$ cat config.mk
export PLATFORM = sky130hd
export DESIGN_NAME = mpm_monitor
export DESIGN_NICKNAME = d
export VERILOG_FILES = /design/src/mpm_pkg.sv /design/src/mpm_monitor.sv /design/src/mpm_sync.sv
export SDC_FILE = /design/constraint.sdc
export NUM_CORES = 1
export LEC_CHECK = 0
export BUFFER_PORTS_ARGS = -buffer_cell sky130_fd_sc_hd__buf_2
export CORE_ASPECT_RATIO = 0.75
export CORE_MARGIN = 3
export CORE_UTILIZATION = 60
export CTS_CLUSTER_SIZE = 28
export DETAILED_ROUTE_END_ITERATION = 10
export GPL_TIMING_DRIVEN = 1
export PLACE_DENSITY = 0.93
export SYNTH_ARGS = -nofsm -noshare
export SYNTH_HDL_FRONTEND = slang
export SYNTH_SLANG_ARGS = --single-unit
$ cat constraint.sdc
create_clock -name aclk -period 5.6 [get_ports aclk]
set_input_delay 0.28 -clock aclk [delete_from_list [all_inputs] [get_ports aclk]]
set_output_delay 0.28 -clock aclk [all_outputs]
set_load 0.02 [all_outputs]
$ cat src/mpm_pkg.sv
// Shared constants for the maintenance panel monitor: register map, field
// positions, reset values and ring timing.
// Assumes a 125 MHz aclk and an AXI4-Lite master with 32-bit data.
package mpm_pkg;

    // Clock and ring timing
    localparam int CLK_PERIOD_NS = 8;
    localparam int RING_STEP_NS = 1000;
    localparam int RING_STEP_CYC = (RING_STEP_NS + CLK_PERIOD_NS - 1) / CLK_PERIOD_NS;
    localparam logic [6:0] RING_DIV_LAST = 7'(RING_STEP_CYC - 1);

    // Ring reset value and position masks
    localparam logic [7:0] RING_RST = 8'h01;
    localparam logic [7:0] RING_ODD_MASK = 8'h55;
    localparam logic [7:0] RING_EVEN_MASK = 8'haa;

    // Register byte offsets
    localparam int ADDR_W = 8;
    localparam logic [7:0] OFS_CTRL = 8'h00;
    localparam logic [7:0] OFS_SWITCH = 8'h04;
    localparam logic [7:0] OFS_ACTION = 8'h08;
    localparam logic [7:0] OFS_STATUS = 8'h0c;
    localparam logic [7:0] OFS_PROGRESS = 8'h10;
    localparam logic [7:0] OFS_RING = 8'h14;
    localparam logic [7:0] OFS_CAPTURE = 8'h18;

    // Control register fields
    localparam int CTRL_MAINT = 0;
    localparam int CTRL_CLOCK = 1;
    localparam int CTRL_WRAP = 2;
    localparam int CTRL_OSC = 3;
    localparam int CTRL_LOAD = 4;
    localparam int CTRL_OFFLINE = 5;
    localparam int CTRL_METER_OFF = 6;
    localparam int CTRL_EXPAND = 7;
    localparam int CTRL_VIEW_LO = 8;
    localparam int CTRL_ADDR_LO = 16;
    localparam logic [31:0] CTRL_RST = 32'h0000_0000;
    localparam logic [31:0] CTRL_MASK = 32'h001f_03ff;

    // Action bits
    localparam int ACT_SINGLE = 0;
    localparam int ACT_TEST_RESET = 1;

    // Status error bits
    localparam int ERR_W = 5;
    localparam int ERR_RING = 0;
    localparam int ERR_SCAN = 1;
    localparam int ERR_DL1 = 2;
    localparam int ERR_DL2 = 3;
    localparam int ERR_WRAP = 4;

    // Capture views
    typedef enum logic [1:0] {
        MPM_VIEW_FIRST = 2'h0,
        MPM_VIEW_LAST = 2'h1,
        MPM_VIEW_XFER = 2'h2
    } mpm_view_t;

    // Bus responses
    localparam logic [1:0] RESP_OKAY = 2'h0;
    localparam logic [1:0] RESP_SLVERR = 2'h2;

    // Width of the bundle of pin inputs that is synchronised
    localparam int SYNC_W = 128;

endpackage

$ cat src/mpm_monitor.sv
// Maintenance panel monitor: timing ring, scan address, check flags,
// progress flags, dial flags and the 32-bit capture register.
// Assumes panel switches arrive as AXI4-Lite register writes and all
// channel, adapter and calling-unit signals arrive as asynchronous pins.
//
// Chosen here: the AXI4-Lite register port and the register addresses.
`timescale 1ns/1ps
module mpm_monitor (
    // Clock and reset
    input wire logic aclk,
    input wire logic aresetn,
    // AXI4-Lite write address and data
    input wire logic [mpm_pkg::ADDR_W-1:0] s_axi_awaddr,
    input wire logic s_axi_awvalid,
    output logic s_axi_awready,
    input wire logic [31:0] s_axi_wdata,
    input wire logic [3:0] s_axi_wstrb,
    input wire logic s_axi_wvalid,
    output logic s_axi_wready,
    // AXI4-Lite write response
    output logic [1:0] s_axi_bresp,
    output logic s_axi_bvalid,
    input wire logic s_axi_bready,
    // AXI4-Lite read
    input wire logic [mpm_pkg::ADDR_W-1:0] s_axi_araddr,
    input wire logic s_axi_arvalid,
    output logic s_axi_arready,
    output logic [31:0] s_axi_rdata,
    output logic [1:0] s_axi_rresp,
    output logic s_axi_rvalid,
    input wire logic s_axi_rready,
    // Scan and delay-line pins
    input wire logic [4:0] secondary_scan_addr,
    input wire logic first_delay_line_test,
    input wire logic second_delay_line_test,
    input wire logic [31:0] first_delay_line_word,
    input wire logic [31:0] second_delay_line_word,
    // Channel interface pins
    input wire logic cpu_wait,
    input wire logic init_sel_start,
    input wire logic init_sel_done,
    input wire logic command_pending,
    input wire logic word_in_position,
    input wire logic service_wait,
    input wire logic service_won,
    input wire logic inbound_busy,
    input wire logic [7:0] channel_transfer_register,
    // Line adapter pins
    input wire logic [7:0] adapter_interface,
    input wire logic [15:0] secondary_line_word,
    input wire logic transmit_line_level,
    input wire logic receive_line_level,
    input wire logic line_zero_char_strobe,
    input wire logic [7:0] line_zero_char,
    // Calling unit pins
    input wire logic digit_load,
    input wire logic [3:0] dial_digit,
    input wire logic next_digit_request,
    // Indicator and control outputs
    output logic [7:0] ring_lamps,
    output logic first_scan_half,
    output logic b_phase_step_pulse,
    output logic b_drive_lamp,
    output logic [4:0] scan_address,
    output logic digit_present_line,
    output logic seg_load_pulse,
    output logic [7:0] seg_load_data,
    output logic test_osc_lamp,
    output logic tx_mark_lamp,
    output logic rx_mark_lamp
);
    import mpm_pkg::*;

    // Synchronised pins
    logic [SYNC_W-1:0] pin_raw; // Bundle of pins as they arrive
    logic [SYNC_W-1:0] pin_s; // Same bundle after two flops
    logic [4:0] s_sec;
    logic s_l1, s_l2, s_wait, s_start, s_done, s_cmd, s_word, s_svcw, s_won, s_ibusy;
    logic s_dload, s_ndr, s_strobe, s_tx, s_rx;
    logic [3:0] s_digit;
    logic [7:0] s_char, s_xfer, s_adapt;
    logic [31:0] s_dl1, s_dl2;
    logic [15:0] s_secw;

    assign pin_raw = {secondary_scan_addr, first_delay_line_test, second_delay_line_test,
        cpu_wait, init_sel_start, init_sel_done, command_pending, word_in_position,
        service_wait, service_won, inbound_busy, digit_load, dial_digit,
        next_digit_request, line_zero_char_strobe, line_zero_char, transmit_line_level,
        receive_line_level, first_delay_line_word, second_delay_line_word,
        channel_transfer_register, adapter_interface, secondary_line_word};
    assign {s_sec, s_l1, s_l2, s_wait, s_start, s_done, s_cmd, s_word, s_svcw, s_won,
        s_ibusy, s_dload, s_digit, s_ndr, s_strobe, s_char, s_tx, s_rx, s_dl1, s_dl2,
        s_xfer, s_adapt, s_secw} = pin_s;

    mpm_sync #(.WIDTH(SYNC_W)) u_sync (
        .aclk(aclk),
        .aresetn(aresetn),
        .async_in(pin_raw),
        .sync_out(pin_s)
    );

    // Previous values of synchronised strobes, for edge detection
    logic start_p_q, done_p_q, dload_p_q, ndr_p_q, strobe_p_q;

    always_ff @(posedge aclk) begin
        if (!aresetn) begin
            {start_p_q, done_p_q, dload_p_q, ndr_p_q, strobe_p_q} <= 5'h00;
        end else begin
            {start_p_q, done_p_q, dload_p_q, ndr_p_q, strobe_p_q} <=
                {s_start, s_done, s_dload, s_ndr, s_strobe};
        end
    end

    logic start_rise, done_rise, dload_rise, ndr_rise, ndr_fall, strobe_rise;
    assign start_rise = s_start && !start_p_q;
    assign done_rise = s_done && !done_p_q;
    assign dload_rise = s_dload && !dload_p_q;
    assign ndr_rise = s_ndr && !ndr_p_q;
    assign ndr_fall = !s_ndr && ndr_p_q;
    assign strobe_rise = s_strobe && !strobe_p_q;

    // Bus slave state
    logic aw_hold_q, w_hold_q; // Address or data taken, waiting for the other
    logic [ADDR_W-1:0] aw_addr_q;
    logic [31:0] w_data_q;
    logic [3:0] w_strb_q;
    logic wr_fire; // Both halves present: perform the write now
    logic wr_mapped;

    assign wr_fire = aw_hold_q && w_hold_q && !s_axi_bvalid;
    assign wr_mapped = (aw_addr_q[ADDR_W-1:2] <= OFS_CAPTURE[ADDR_W-1:2]);

    // Write address and data channels, taken in either order
    always_ff @(posedge aclk) begin
        if (!aresetn) begin
            aw_hold_q <= 1'b0;
            w_hold_q <= 1'b0;
            s_axi_awready <= 1'b0;
            s_axi_wready <= 1'b0;
            aw_addr_q <= '0;
            w_data_q <= 32'h0000_0000;
            w_strb_q <= 4'h0;
        end else begin
            if (s_axi_awvalid && s_axi_awready) begin
                aw_hold_q <= 1'b1;
                aw_addr_q <= s_axi_awaddr;
                s_axi_awready <= 1'b0;
            end else if (wr_fire) begin
                aw_hold_q <= 1'b0;
            end else if (!aw_hold_q && !s_axi_bvalid) begin
                s_axi_awready <= 1'b1;
            end
            if (s_axi_wvalid && s_axi_wready) begin
                w_hold_q <= 1'b1;
                w_data_q <= s_axi_wdata;
                w_strb_q <= s_axi_wstrb;
                s_axi_wready <= 1'b0;
            end else if (wr_fire) begin
                w_hold_q <= 1'b0;
            end else if (!w_hold_q && !s_axi_bvalid) begin
                s_axi_wready <= 1'b1;
            end
        end
    end

    // Write response, one cycle after both halves are held
    always_ff @(posedge aclk) begin
        if (!aresetn) begin
            s_axi_bvalid <= 1'b0;
            s_axi_bresp <= RESP_OKAY;
        end else if (wr_fire) begin
            s_axi_bvalid <= 1'b1;
            s_axi_bresp <= wr_mapped ? RESP_OKAY : RESP_SLVERR;
        end else if (s_axi_bready) begin
            s_axi_bvalid <= 1'b0;
        end
    end

    // Software registers
    logic [31:0] ctrl_q; // Panel switch settings
    logic [7:0] switch_q; // Bit switches
    logic maint, clock_test, act_wr;
    logic [4:0] test_addr;
    logic [1:0] view;

    assign maint = ctrl_q[CTRL_MAINT];
    assign clock_test = maint && ctrl_q[CTRL_CLOCK];
    assign test_addr = ctrl_q[CTRL_ADDR_LO +: 5];
    assign view = ctrl_q[CTRL_VIEW_LO +: 2];
    assign act_wr = wr_fire && aw_addr_q == OFS_ACTION && w_strb_q[0];

    always_ff @(posedge aclk) begin
        if (!aresetn) begin
            ctrl_q <= CTRL_RST;
            switch_q <= 8'h00;
        end else if (wr_fire && aw_addr_q == OFS_CTRL) begin
            // Only strobed byte lanes change; unlisted bits stay zero
            for (int i = 0; i < 4; i++) begin
                if (w_strb_q[i]) begin
                    ctrl_q[8*i +: 8] <= w_data_q[8*i +: 8] & CTRL_MASK[8*i +: 8];
                end
            end
        end else if (wr_fire && aw_addr_q == OFS_SWITCH && w_strb_q[0]) begin
            switch_q <= w_data_q[7:0];
        end
    end

    // Action pulses; the panel buttons only act in maintenance test mode
    logic sc_pulse_q, test_reset_q;

    always_ff @(posedge aclk) begin
        if (!aresetn) begin
            sc_pulse_q <= 1'b0;
            test_reset_q <= 1'b0;
        end else begin
            sc_pulse_q <= act_wr && maint && w_data_q[ACT_SINGLE];
            test_reset_q <= act_wr && maint && w_data_q[ACT_TEST_RESET];
        end
    end

    // Ring prescaler: one step per microsecond when free-running
    logic [6:0] div_q;
    logic step, ab_q; // ab_q high in A phase (two bits set)
    logic [7:0] rotl;
    logic ring_wrap;

    assign rotl = {ring_lamps[6:0], ring_lamps[7]};
    assign step = clock_test ? sc_pulse_q : (div_q == RING_DIV_LAST);
    assign ring_wrap = step && ab_q && ring_lamps[7] && ring_lamps[0];

    always_ff @(posedge aclk) begin
        if (!aresetn || clock_test || div_q == RING_DIV_LAST) begin
            div_q <= 7'h00;
        end else begin
            div_q <= div_q + 7'h01;
        end
    end

    // Ring: B state ORs in the next position, A state drops the lower one
    always_ff @(posedge aclk) begin
        if (!aresetn) begin
            ring_lamps <= RING_RST;
            ab_q <= 1'b0;
        end else if (step) begin
            ring_lamps <= ab_q ? (ring_lamps & rotl) : (ring_lamps | rotl);
            ab_q <= !ab_q;
        end
    end

    // B-drive pulse each B step; toggled lamp in clock-test mode
    always_ff @(posedge aclk) begin
        if (!aresetn) begin
            b_phase_step_pulse <= 1'b0;
            b_drive_lamp <= 1'b0;
        end else begin
            b_phase_step_pulse <= step && !ab_q;
            if (clock_test) begin
                b_drive_lamp <= b_drive_lamp ^ step;
            end else begin
                b_drive_lamp <= step && !ab_q;
            end
        end
    end

    // Scan halves and line word address; address advances after each C1
    always_ff @(posedge aclk) begin
        if (!aresetn) begin
            first_scan_half <= 1'b1;
            scan_address <= 5'h00;
        end else if (ring_wrap) begin
            first_scan_half <= !first_scan_half;
            if (!first_scan_half) begin
                scan_address <= ctrl_q[CTRL_EXPAND] ? scan_address + 5'h01
                    : {1'b0, scan_address[3:0] + 4'h1};
            end
        end
    end

    // Error detection terms
    logic [ERR_W-1:0] err_q, err_set, err_clr;
    logic addr_msb, line_hit;
    logic [7:0] test_byte_q; // Test byte latched from the bit switches
    logic wrap_active_q;

    assign addr_msb = ctrl_q[CTRL_EXPAND] ? scan_address[4] : scan_address[3];
    assign line_hit = scan_address == test_addr;

    always_comb begin
        err_set = '0;
        err_set[ERR_RING] = ab_q ? !($onehot(ring_lamps & RING_ODD_MASK)
            && $onehot(ring_lamps & RING_EVEN_MASK)) : !$onehot(ring_lamps);
        err_set[ERR_SCAN] = (s_sec != 5'h00) && (scan_address == 5'h00);
        err_set[ERR_DL1] = s_l1 != addr_msb;
        err_set[ERR_DL2] = s_l2 != addr_msb;
        err_set[ERR_WRAP] = wrap_active_q && strobe_rise && (s_char != test_byte_q);
        err_clr = '0;
        if (wr_fire && aw_addr_q == OFS_STATUS && w_strb_q[0]) begin
            err_clr = w_data_q[ERR_W-1:0];
        end
    end

    // Sticky errors: write one to clear, a new error in the same cycle wins
    always_ff @(posedge aclk) begin
        if (!aresetn) begin
            err_q <= '0;
        end else begin
            err_q <= (err_q & ~err_clr) | err_set;
        end
    end

    // Single-cycle actions: test byte, segment load and test oscillator
    always_ff @(posedge aclk) begin
        if (!aresetn) begin
            test_byte_q <= 8'h00;
            seg_load_pulse <= 1'b0;
            seg_load_data <= 8'h00;
            test_osc_lamp <= 1'b0;
        end else begin
            seg_load_pulse <= sc_pulse_q && ctrl_q[CTRL_LOAD];
            if (sc_pulse_q) begin
                test_byte_q <= switch_q;
                seg_load_data <= switch_q;
            end
            if (sc_pulse_q && ctrl_q[CTRL_OSC]) begin
                test_osc_lamp <= !test_osc_lamp;
            end
        end
    end

    // Wrap active; a start in the same cycle as a reset request wins
    always_ff @(posedge aclk) begin
        if (!aresetn) begin
            wrap_active_q <= 1'b0;
        end else if (sc_pulse_q && ctrl_q[CTRL_WRAP]) begin
            wrap_active_q <= 1'b1;
        end else if (test_reset_q || !maint) begin
            wrap_active_q <= 1'b0;
        end
    end

    // Offline: switch set first, then the processor waits
    logic offline_q;

    always_ff @(posedge aclk) begin
        if (!aresetn || !(ctrl_q[CTRL_OFFLINE] || ctrl_q[CTRL_METER_OFF])) begin
            offline_q <= 1'b0;
        end else if (s_wait) begin
            offline_q <= 1'b1;
        end
    end

    // Channel progress flags
    logic cmd_cycle_q, unit_busy_q, word_selected_flag, req_sel_q, svc_q, in_busy_q;

    always_ff @(posedge aclk) begin
        if (!aresetn) begin
            cmd_cycle_q <= 1'b0;
            {unit_busy_q, word_selected_flag, req_sel_q, svc_q, in_busy_q} <= 5'h00;
        end else begin
            if (start_rise) begin
                cmd_cycle_q <= 1'b1;
            end else if (done_rise) begin
                cmd_cycle_q <= 1'b0;
            end
            unit_busy_q <= s_cmd;
            word_selected_flag <= s_word;
            req_sel_q <= s_svcw;
            svc_q <= s_won;
            in_busy_q <= s_ibusy;
        end
    end

    // Dial digit handshake with the calling unit
    logic [3:0] digit_q;
    logic digit_pres_q;

    always_ff @(posedge aclk) begin
        if (!aresetn) begin
            digit_q <= 4'h0;
            digit_pres_q <= 1'b0;
            digit_present_line <= 1'b0;
        end else begin
            if (dload_rise) begin
                digit_q <= s_digit;
                digit_pres_q <= 1'b1;
            end else if (ndr_fall) begin
                digit_pres_q <= 1'b0;
            end
            if (digit_pres_q && ndr_rise) begin
                digit_present_line <= 1'b1;
            end else if (ndr_fall) begin
                digit_present_line <= 1'b0;
            end
        end
    end

    // Capture register and data lamps: sampled at the addressed line time only,
    // so nothing is ever driven back toward the lines
    logic [31:0] capture_q;

    always_ff @(posedge aclk) begin
        if (!aresetn) begin
            capture_q <= 32'h0000_0000;
            tx_mark_lamp <= 1'b0;
            rx_mark_lamp <= 1'b0;
        end else if (line_hit) begin
            case (view)
                MPM_VIEW_FIRST: capture_q <= {s_dl2[15:0], s_dl1[15:0]};
                MPM_VIEW_LAST: capture_q <= {s_dl2[31:16], s_dl1[31:16]};
                MPM_VIEW_XFER: capture_q <= {s_xfer, s_adapt, s_secw};
                default: capture_q <= capture_q;
            endcase
            tx_mark_lamp <= s_tx;
            rx_mark_lamp <= s_rx;
        end
    end

    // Read data mux
    logic [31:0] rd_word;
    logic rd_ok;

    always_comb begin
        rd_ok = 1'b1;
        rd_word = 32'h0000_0000;
        case (s_axi_araddr)
            OFS_CTRL: rd_word = ctrl_q;
            OFS_SWITCH: rd_word = {24'h000000, switch_q};
            OFS_ACTION: rd_word = 32'h0000_0000;
            OFS_STATUS: rd_word = {27'h0000000, err_q};
            OFS_PROGRESS: rd_word = {16'h0000, digit_q, wrap_active_q, digit_present_line,
                digit_pres_q, offline_q, in_busy_q, svc_q, req_sel_q, word_selected_flag,
                unit_busy_q, cmd_cycle_q, maint, test_osc_lamp};
            OFS_RING: rd_word = {11'h000, s_sec, 1'b0, scan_address, ab_q, first_scan_half,
                ring_lamps};
            OFS_CAPTURE: rd_word = capture_q;
            default: rd_ok = 1'b0;
        endcase
    end

    // Read channel: one read at a time, data one cycle after address
    always_ff @(posedge aclk) begin
        if (!aresetn) begin
            s_axi_arready <= 1'b0;
            s_axi_rvalid <= 1'b0;
            s_axi_rdata <= 32'h0000_0000;
            s_axi_rresp <= RESP_OKAY;
        end else if (s_axi_arvalid && s_axi_arready) begin
            s_axi_arready <= 1'b0;
            s_axi_rvalid <= 1'b1;
            s_axi_rdata <= rd_word;
            s_axi_rresp <= rd_ok ? RESP_OKAY : RESP_SLVERR;
        end else if (s_axi_rvalid) begin
            s_axi_rvalid <= !s_axi_rready;
        end else begin
            s_axi_arready <= 1'b1;
        end
    end

endmodule

$ cat src/mpm_sync.sv
// Two-stage synchroniser for a bundle of pin inputs.
// Assumes every bit is a level that stays put for several aclk cycles;
// wide words are only read while their source holds them steady.
`timescale 1ns/1ps
module mpm_sync #(
    parameter int WIDTH = 1
) (
    // Clock and reset
    input wire logic aclk,
    input wire logic aresetn,
    // Asynchronous levels in, synchronised levels out
    input wire logic [WIDTH-1:0] async_in,
    output logic [WIDTH-1:0] sync_out
);

    logic [WIDTH-1:0] meta_q; // First stage, read only by the second

    // Two flops in series; the first may go metastable
    always_ff @(posedge aclk) begin
        if (!aresetn) begin
            meta_q <= '0;
            sync_out <= '0;
        end else begin
            meta_q <= async_in;
            sync_out <= meta_q;
        end
    end

endmodule

==> flow_summary.json, run 1 <==
{
  "finalSetupTns_ns": 0,
  "wl_per_cell_um": 19.5,
  "worst_pin_slew_ns": 1.22,
  "synth_cell_types": 64,
  "dp_hpwl_um": 25200,
  "crit_top_cell": "fa_1",
  "endpoint_kind": "register",
  "grt_max_degree": 141,
  "netlist_area_um2": 15400,
  "syn_inst": 1554,
  "slew_headroom_pct": 18.3,
  "vias": 12500,
  "first_iter_violations": 1139,
  "antenna_found_initial": 2,
  "drc": 0,
  "ys.flop_type": "dfxtp_1",
  "drive_above_1_share_pct": 17.1,
  "final_util_pct": 77.4,
  "fill_cells": 1527,
  "rsz0062_at_grt": "no",
  "portBuffers": 236,
  "yosys.area_share.simple_pct": 21.3,
  "postLayoutCellArea_um2": 19500,
  "max_freq_mhz": 269,
  "hold_slack_ns": 0.0153,
  "place_area_um2": 16700,
  "critical_path.max_stage_delay_ns": 0.58,
  "cts_resized": 0,
  "ant_nets": 0,
  "cts_tree": "built",
  "arrival_ns": 4.15,
  "fp-row-count": 50,
  "skew_ns": 0.0168,
  "p_leak_nw": 8.19,
  "clkTransAtPathRegs_ns": 0.06,
  "areaGrowthSynthToFinish_pct": 26.2,
  "fin_crit_sh_pct": 66.3,
  "clock_path_buffers": 3,
  "synth_xor_area_share_pct": 1.25,
  "htreeDepth": 2,
  "core_um2": 25100,
  "seqCellArea_um2": 8810,
  "cts.sinks": 440,
  "multi_input_area_um2": 6070,
  "post-place-ws_ns": 1.93,
  "cp.required_ns": 6.03,
  "hold_viol": 0,
  "avgViaCountPerCell": 5.56,
  "fin_crit_ns": 3.71,
  "fin_nets": 2090,
  "status": "completed",
  "synth_mux_area_share_pct": 4.10,
  "instances_no_fill": 2252,
  "cts_buffers": 40,
  "grt_usage_pct": 30.9,
  "dpl.cell_count": 2032,
  "maxSlewViolCount": 0,
  "synthArstFlopShare_pct": 0,
  "cts_hold_buf": 145,
  "drt_first_pass_iters": 6,
  "hold_class": "input pin to register",
  "maxCapViolations": 0,
  "die_height_um": 145,
  "worstSetupPathType": "register to register",
  "start_util_pct": 61.3,
  "slowest_stage": "fa_1",
  "crit_path_max_fanout": 7,
  "ys_seq_area_share_pct": 57.1,
  "ir_drop_mv": 0.213,
  "synthAdderAreaFrac_pct": 2.08,
  "yosysWarnings": 0,
  "path_cells": "inv_1, fa_1, fa_1, fa_1, inv_1, ha_1, inv_1, fa_1, a211oi_1, mux2i_1, o311a_1, a31o_1",
  "die_w_um": 191,
  "post_cts_buffers": 0,
  "synth_compound_area_share_pct": 10.6,
  "gp_congestion": 0.898,
  "synth-edff-count": 0,
  "ios": 257,
  "routed_wl_um": 43900,
  "power_density_nw_per_um2": 335,
  "grt_pass1_wl_um": 66900,
  "grt.overflow.total": 0,
  "synth_area_leaders": "dfxtp_1, and2_1, mux2i_1",
  "yosysTopAreaCell": "dfxtp_1",
  "ys_seq_elements": 440,
  "finalSetupViolCount": 0,
  "die_area_um2": 27700,
  "cts-root-buf": "clkbuf_16",
  "grt_pass1_vias": 12400,
  "finalPower_mw": 6.52,
  "synth_top_family_by_area": "simple AND/OR/NAND/NOR gates",
  "yosys.area.top_type_share_pct": 57.1,
  "crit_path_start_kind": "register",
  "worst_skew_pair.late_latency_ns": 0.55,
  "synth_area_per_cell_um2": 9.93,
  "setup_ws_ns": 1.89
}
-- registers in the layout, indices dropped and copies added (netlist names), 8 cells and up --
signal and flops:
u_sync.meta_q 128, u_sync.sync_out 128, capture_q 32, s_axi_rdata 32, ctrl_q 15, w_data_q 15
aw_addr_q 8, ring_lamps 8, switch_q 8, test_byte_q 8
-- layout make-up --
cell class / count / area share, %
clock buffer: 51 / 5.76
inverter: 38 / 0.733
multi-input combinational: 973 / 31.2
sequential: 440 / 45.2
antenna: 2 / 0.0257
timing repair buffer: 388 / 13.8
clock inverter: 22 / 1.05
tap: 338 / 2.17
-- where the power goes --
part	total, mW	switching [mW]	internal (mW)
registers	3.32	0.0690	3.25
logic	0.456	0.229	0.227
clock network	2.75	1.22	1.53
-- routing by layer --
layer | part of all wire, % | vias to the layer above | track usage [%]
met4 | 3.9 | 0 | 11.7
met3 | 8.4 | 137 | 6.12
li1 | - | 5876 | -
met5 | 0 | - | 0
met1 | 40 | 5900 | 38.8
met2 | 48 | 616 | 53.2
-- cells in the mapped netlist (10+ instances only) --
cell type	count
nand2_1	147
a22oi_1	44
buf_2	10
nand4_1	40
a22o_1	16
a31oi_1	11
clkbuf_1	86
nor3_1	10
inv_1	37
xor2_1	16
a21oi_1	57
ha_1	16
nor2_1	67
mux2i_1	61
dfxtp_1	440
and2_1	270
nand3_1	17
o21ai_0	46
o21ai_1	47
-- cells in the final DEF (no fill, tap or decap), drive strengths merged, types with 5 or more instances in the layout --
cell,instances
dfxtp,440
and2,270
buf,242
nand2,147
dlygate4sd3,145
o21ai,93
nor2,67
mux2i,61
a21oi,57
clkbuf,52
a22oi,44
nand4,40
inv,40
nand3,17
xor2,16
a22o,16
ha,16
clkinv,14
a31oi,12
nor3,11
nor4,8
nor2b,7
a221oi,7
xnor2,6
and3,6
fa,6
or3,6
nand2b,5
-- worst max-delay path, delay by kind of cell (launching register included) --
family	cells	cell delay, ns
fa+ha+maj	5	2.00
mux	1	0.10
compound gates	3	0.71
flops	1	0.48
buf+inv	3	0.32
-- logic make-up (layout without fill, tap and decap cells) --
family,count (synthesis),after routing
AO/OA/AOI/OAI,262,262
XOR/XNOR,22,22
adder cells (fa/ha/maj),22,22
buffers and inverters,142,499
flip-flops,440,440
multiplexers,63,63
other,1,4
AND/OR/NAND/NOR,602,602
-- final timing paths --
check	from	to	slack, ns	cells past startpoint
max	ring_lamps[0]$_SDFFE_PN1P_	err_q[0]$_SDFF_PN0_	1.89	12
min	s_axi_rready	s_axi_rvalid$_SDFF_PN0_	0.02	3
max reg2reg	ring_lamps[0]$_SDFFE_PN1P_	err_q[0]$_SDFF_PN0_	1.89	12
min reg2reg	u_sync.meta_q[97]$_SDFF_PN0_	u_sync.sync_out[97]$_SDFF_PN0_	0.43	1
(Power assumes the default switching activity.)
==> run 2, diff against run 1 <==
- CORE_UTILIZATION: 60 -> 56
- PLACE_DENSITY: 0.93 -> 0.88
- clock period: 5.6 -> 3.8 ns (I/O delays scaled with it)
==> flow_summary.json, run 2 (synthesis gave the netlist of run 1 again) <==
{
  "drc": 0,
  "grt_pass1_wl_um": 64100,
  "gr-usage-met3_pct": 5.60,
  "worstSetupPathType": "register to register",
  "endpoint_kind": "register",
  "ios": 257,
  "clkTransAtPathRegs_ns": 0.07,
  "fin_nets": 2109,
  "fp-row-count": 51,
  "routed_wl_um": 41600,
  "reg_top3": "u_sync.meta_q (128), u_sync.sync_out (128)",
  "finalSetupViolCount": 0,
  "final_common_cell": "dfxtp_1",
  "antenna_found_initial": 3,
  "grt_max_degree": 154,
  "grt.overflow.total": 0,
  "worst_skew_pair.late_latency_ns": 0.54,
  "grt_usage_pct": 27.6,
  "instances_no_fill": 2280,
  "slew_headroom_pct": 25.3,
  "finalSetupTns_ns": 0,
  "avgViaCountPerCell": 5.38,
  "ant_nets": 0,
  "cts_buffers": 40,
  "skew_ns": 0.0137,
  "ir_drop_mv": 0.320,
  "htreeDepth": 2,
  "worstHoldEndpoint": "aw_addr_q[5]$_SDFFE_PN0P_",
  "clockPowerShare_pct": 41.5,
  "p_leak_nw": 8.23,
  "switching_power_mw": 2.16,
  "fin_crit_sh_pct": 95.2,
  "grt_util_met1_pct": 35.7,
  "die_w_um": 198,
  "cp.required_ns": 4.23,
  "max_freq_mhz": 277,
  "worst_pin_slew_ns": 1.12,
  "die_height_um": 150,
  "crit_path_start_kind": "register",
  "rrSetupSlack_ns": 0.18,
  "drt_first_pass_iters": 6,
  "start_util_pct": 58.1,
  "maxCapViolations": 0,
  "fin_crit_ns": 3.62,
  "crit_path_max_fanout": 7,
  "hold_class": "input pin to register",
  "clock_path_buffers": 3,
  "hold_viol": 0,
  "status": "completed",
  "r2r-end": "err_q[0]$_SDFF_PN0_",
  "drive_above_1_share_pct": 16.8,
  "areaGrowthSynthToFinish_pct": 27.2,
  "hold_start": "s_axi_awvalid",
  "ff2ff_path_depth": 12,
  "cts_tree": "built",
  "sequentialPowerShare_pct": 51.4,
  "first_iter_violations": 1068,
  "p_sw_share_pct": 22.7,
  "cts-root-buf": "clkbuf_16",
  "portBuffers": 236,
  "core_um2": 26500,
  "use_met2_pct": 45.4,
  "power_frac_comb_pct": 7.1,
  "cts.sinks": 440,
  "grt_pass1_vias": 12100,
  "power_density_nw_per_um2": 484,
  "p_int_mw": 7.34,
  "dp_hpwl_um": 24900,
  "dpl.cell_count": 2040,
  "timing.rr.start": "ring_lamps[1]$_SDFFE_PN0P_",
  "whs_path_depth": 3,
  "die_area_um2": 29600,
  "maxSlewViolCount": 0,
  "wl_per_cell_um": 18.3,
  "rsz0062_at_grt": "no",
  "layout_common_cells": "dfxtp_1, and2_1, buf_2, dlygate4sd3_1, nand2_1",
  "gp_congestion": 0.890,
  "vias": 12300,
  "busiest_layer": "met2",
  "arrival_ns": 4.05
}
==> run 2: cell count changes in the layout (fill, tap and decap cells not counted), moves of 2 or more <==
cell	delta
dlygate4sd3_1	+17
clkbuf_1	+6
diode_2	+3
buf_4	+2
clkinv_2	-2
clkinvlp_4	-2
==> run 2: final cells by class <==
cell class | count | area (um^2)
Clock buffer | 57 | 1160
Sequential cell | 440 | 8810
Timing Repair Buffer | 407 | 2880
Fill cell | 1699 | 6920
Tap cell | 344 | 430
Antenna cell | 5 | 12.5
Multi-Input combinational cell | 973 | 6070
Inverter | 38 | 143
Clock inverter | 16 | 124
==> run 2: worst max path at each step <==
stage                     slack [ns]                  end                  startpoint  cells past startpoint
final                           0.18  err_q[0]$_SDFF_PN0_  ring_lamps[1]$_SDFFE_PN0P_                     12
after global routing           0.008  err_q[0]$_SDFF_PN0_  ring_lamps[1]$_SDFFE_PN0P_                     12
after CTS                       0.17  err_q[0]$_SDFF_PN0_  ring_lamps[0]$_SDFFE_PN1P_                     12
after detailed placement        0.16  err_q[0]$_SDFF_PN0_  ring_lamps[0]$_SDFFE_PN1P_                     12
after global placement          0.28  err_q[0]$_SDFF_PN0_  ring_lamps[0]$_SDFFE_PN1P_                     12
after floorplan                 0.24  err_q[0]$_SDFF_PN0_  ring_lamps[0]$_SDFFE_PN1P_                     12
==> run 2: critical path: stages, from the launching register on <==
cell and delay, ns:
dfxtp_1 0.45, inv_1 0.15, fa_1 0.50, fa_1 0.51
fa_1 0.40, inv_1 0.06, ha_1 0.17, inv_1 0.06
fa_1 0.37, a211oi_1 0.18, mux2i_1 0.11, o311a_1 0.36
a31o_1 0.19
==> run 2: power groups by stage <==
stage / Clock, mW / Combinational [mW] / Sequential, mW
2_1_floorplan: 0 / 0.335 / 4.96
3_3_place_gp: 0 / 0.503 / 4.97
3_5_place_dp: 0 / 0.521 / 4.98
4_1_cts: 3.95 / 0.651 / 4.88
5_1_grt: 4.17 / 0.744 / 4.90
6_report: 3.94 / 0.677 / 4.88
==> run 2: per-stage QoR <==
stage / hold slack, ns / area, um^2 / util (%) / power (mW) / worst slack (ns)
2_1_floorplan: 0.317 / 15400 / - / 5.29 / 0.242
3_3_place_gp: 0.398 / 16700 / 63.0 / 5.47 / 0.276
3_5_place_dp: 0.398 / 16700 / 63.0 / 5.50 / 0.162
4_1_cts: 0.00139 / 19600 / 73.9 / 9.48 / 0.168
5_1_grt: 0.0375 / 19600 / 73.9 / 9.81 / 0.00790
6_report: 0.0248 / 19600 / 73.9 / 9.50 / 0.184
==> run 2: metal layers <==
metal	wire length (um)	part of all wire, %
met1	17400	42
met2	19500	47
met3	3230	7.8
met4	1570	3.8
met5	0	0
==> run 2: what timing repair did <==
| item | 4_1_cts | 5_1_grt |
|---|---|---|
| resized for setup | 0 | 1 |
| hold endpoints to repair | 157 | 0 |
| hold buffers | 162 | 0 |
| endpoints found under the setup margin | 0 | 1 |
| buffers inserted | 0 | 0 |
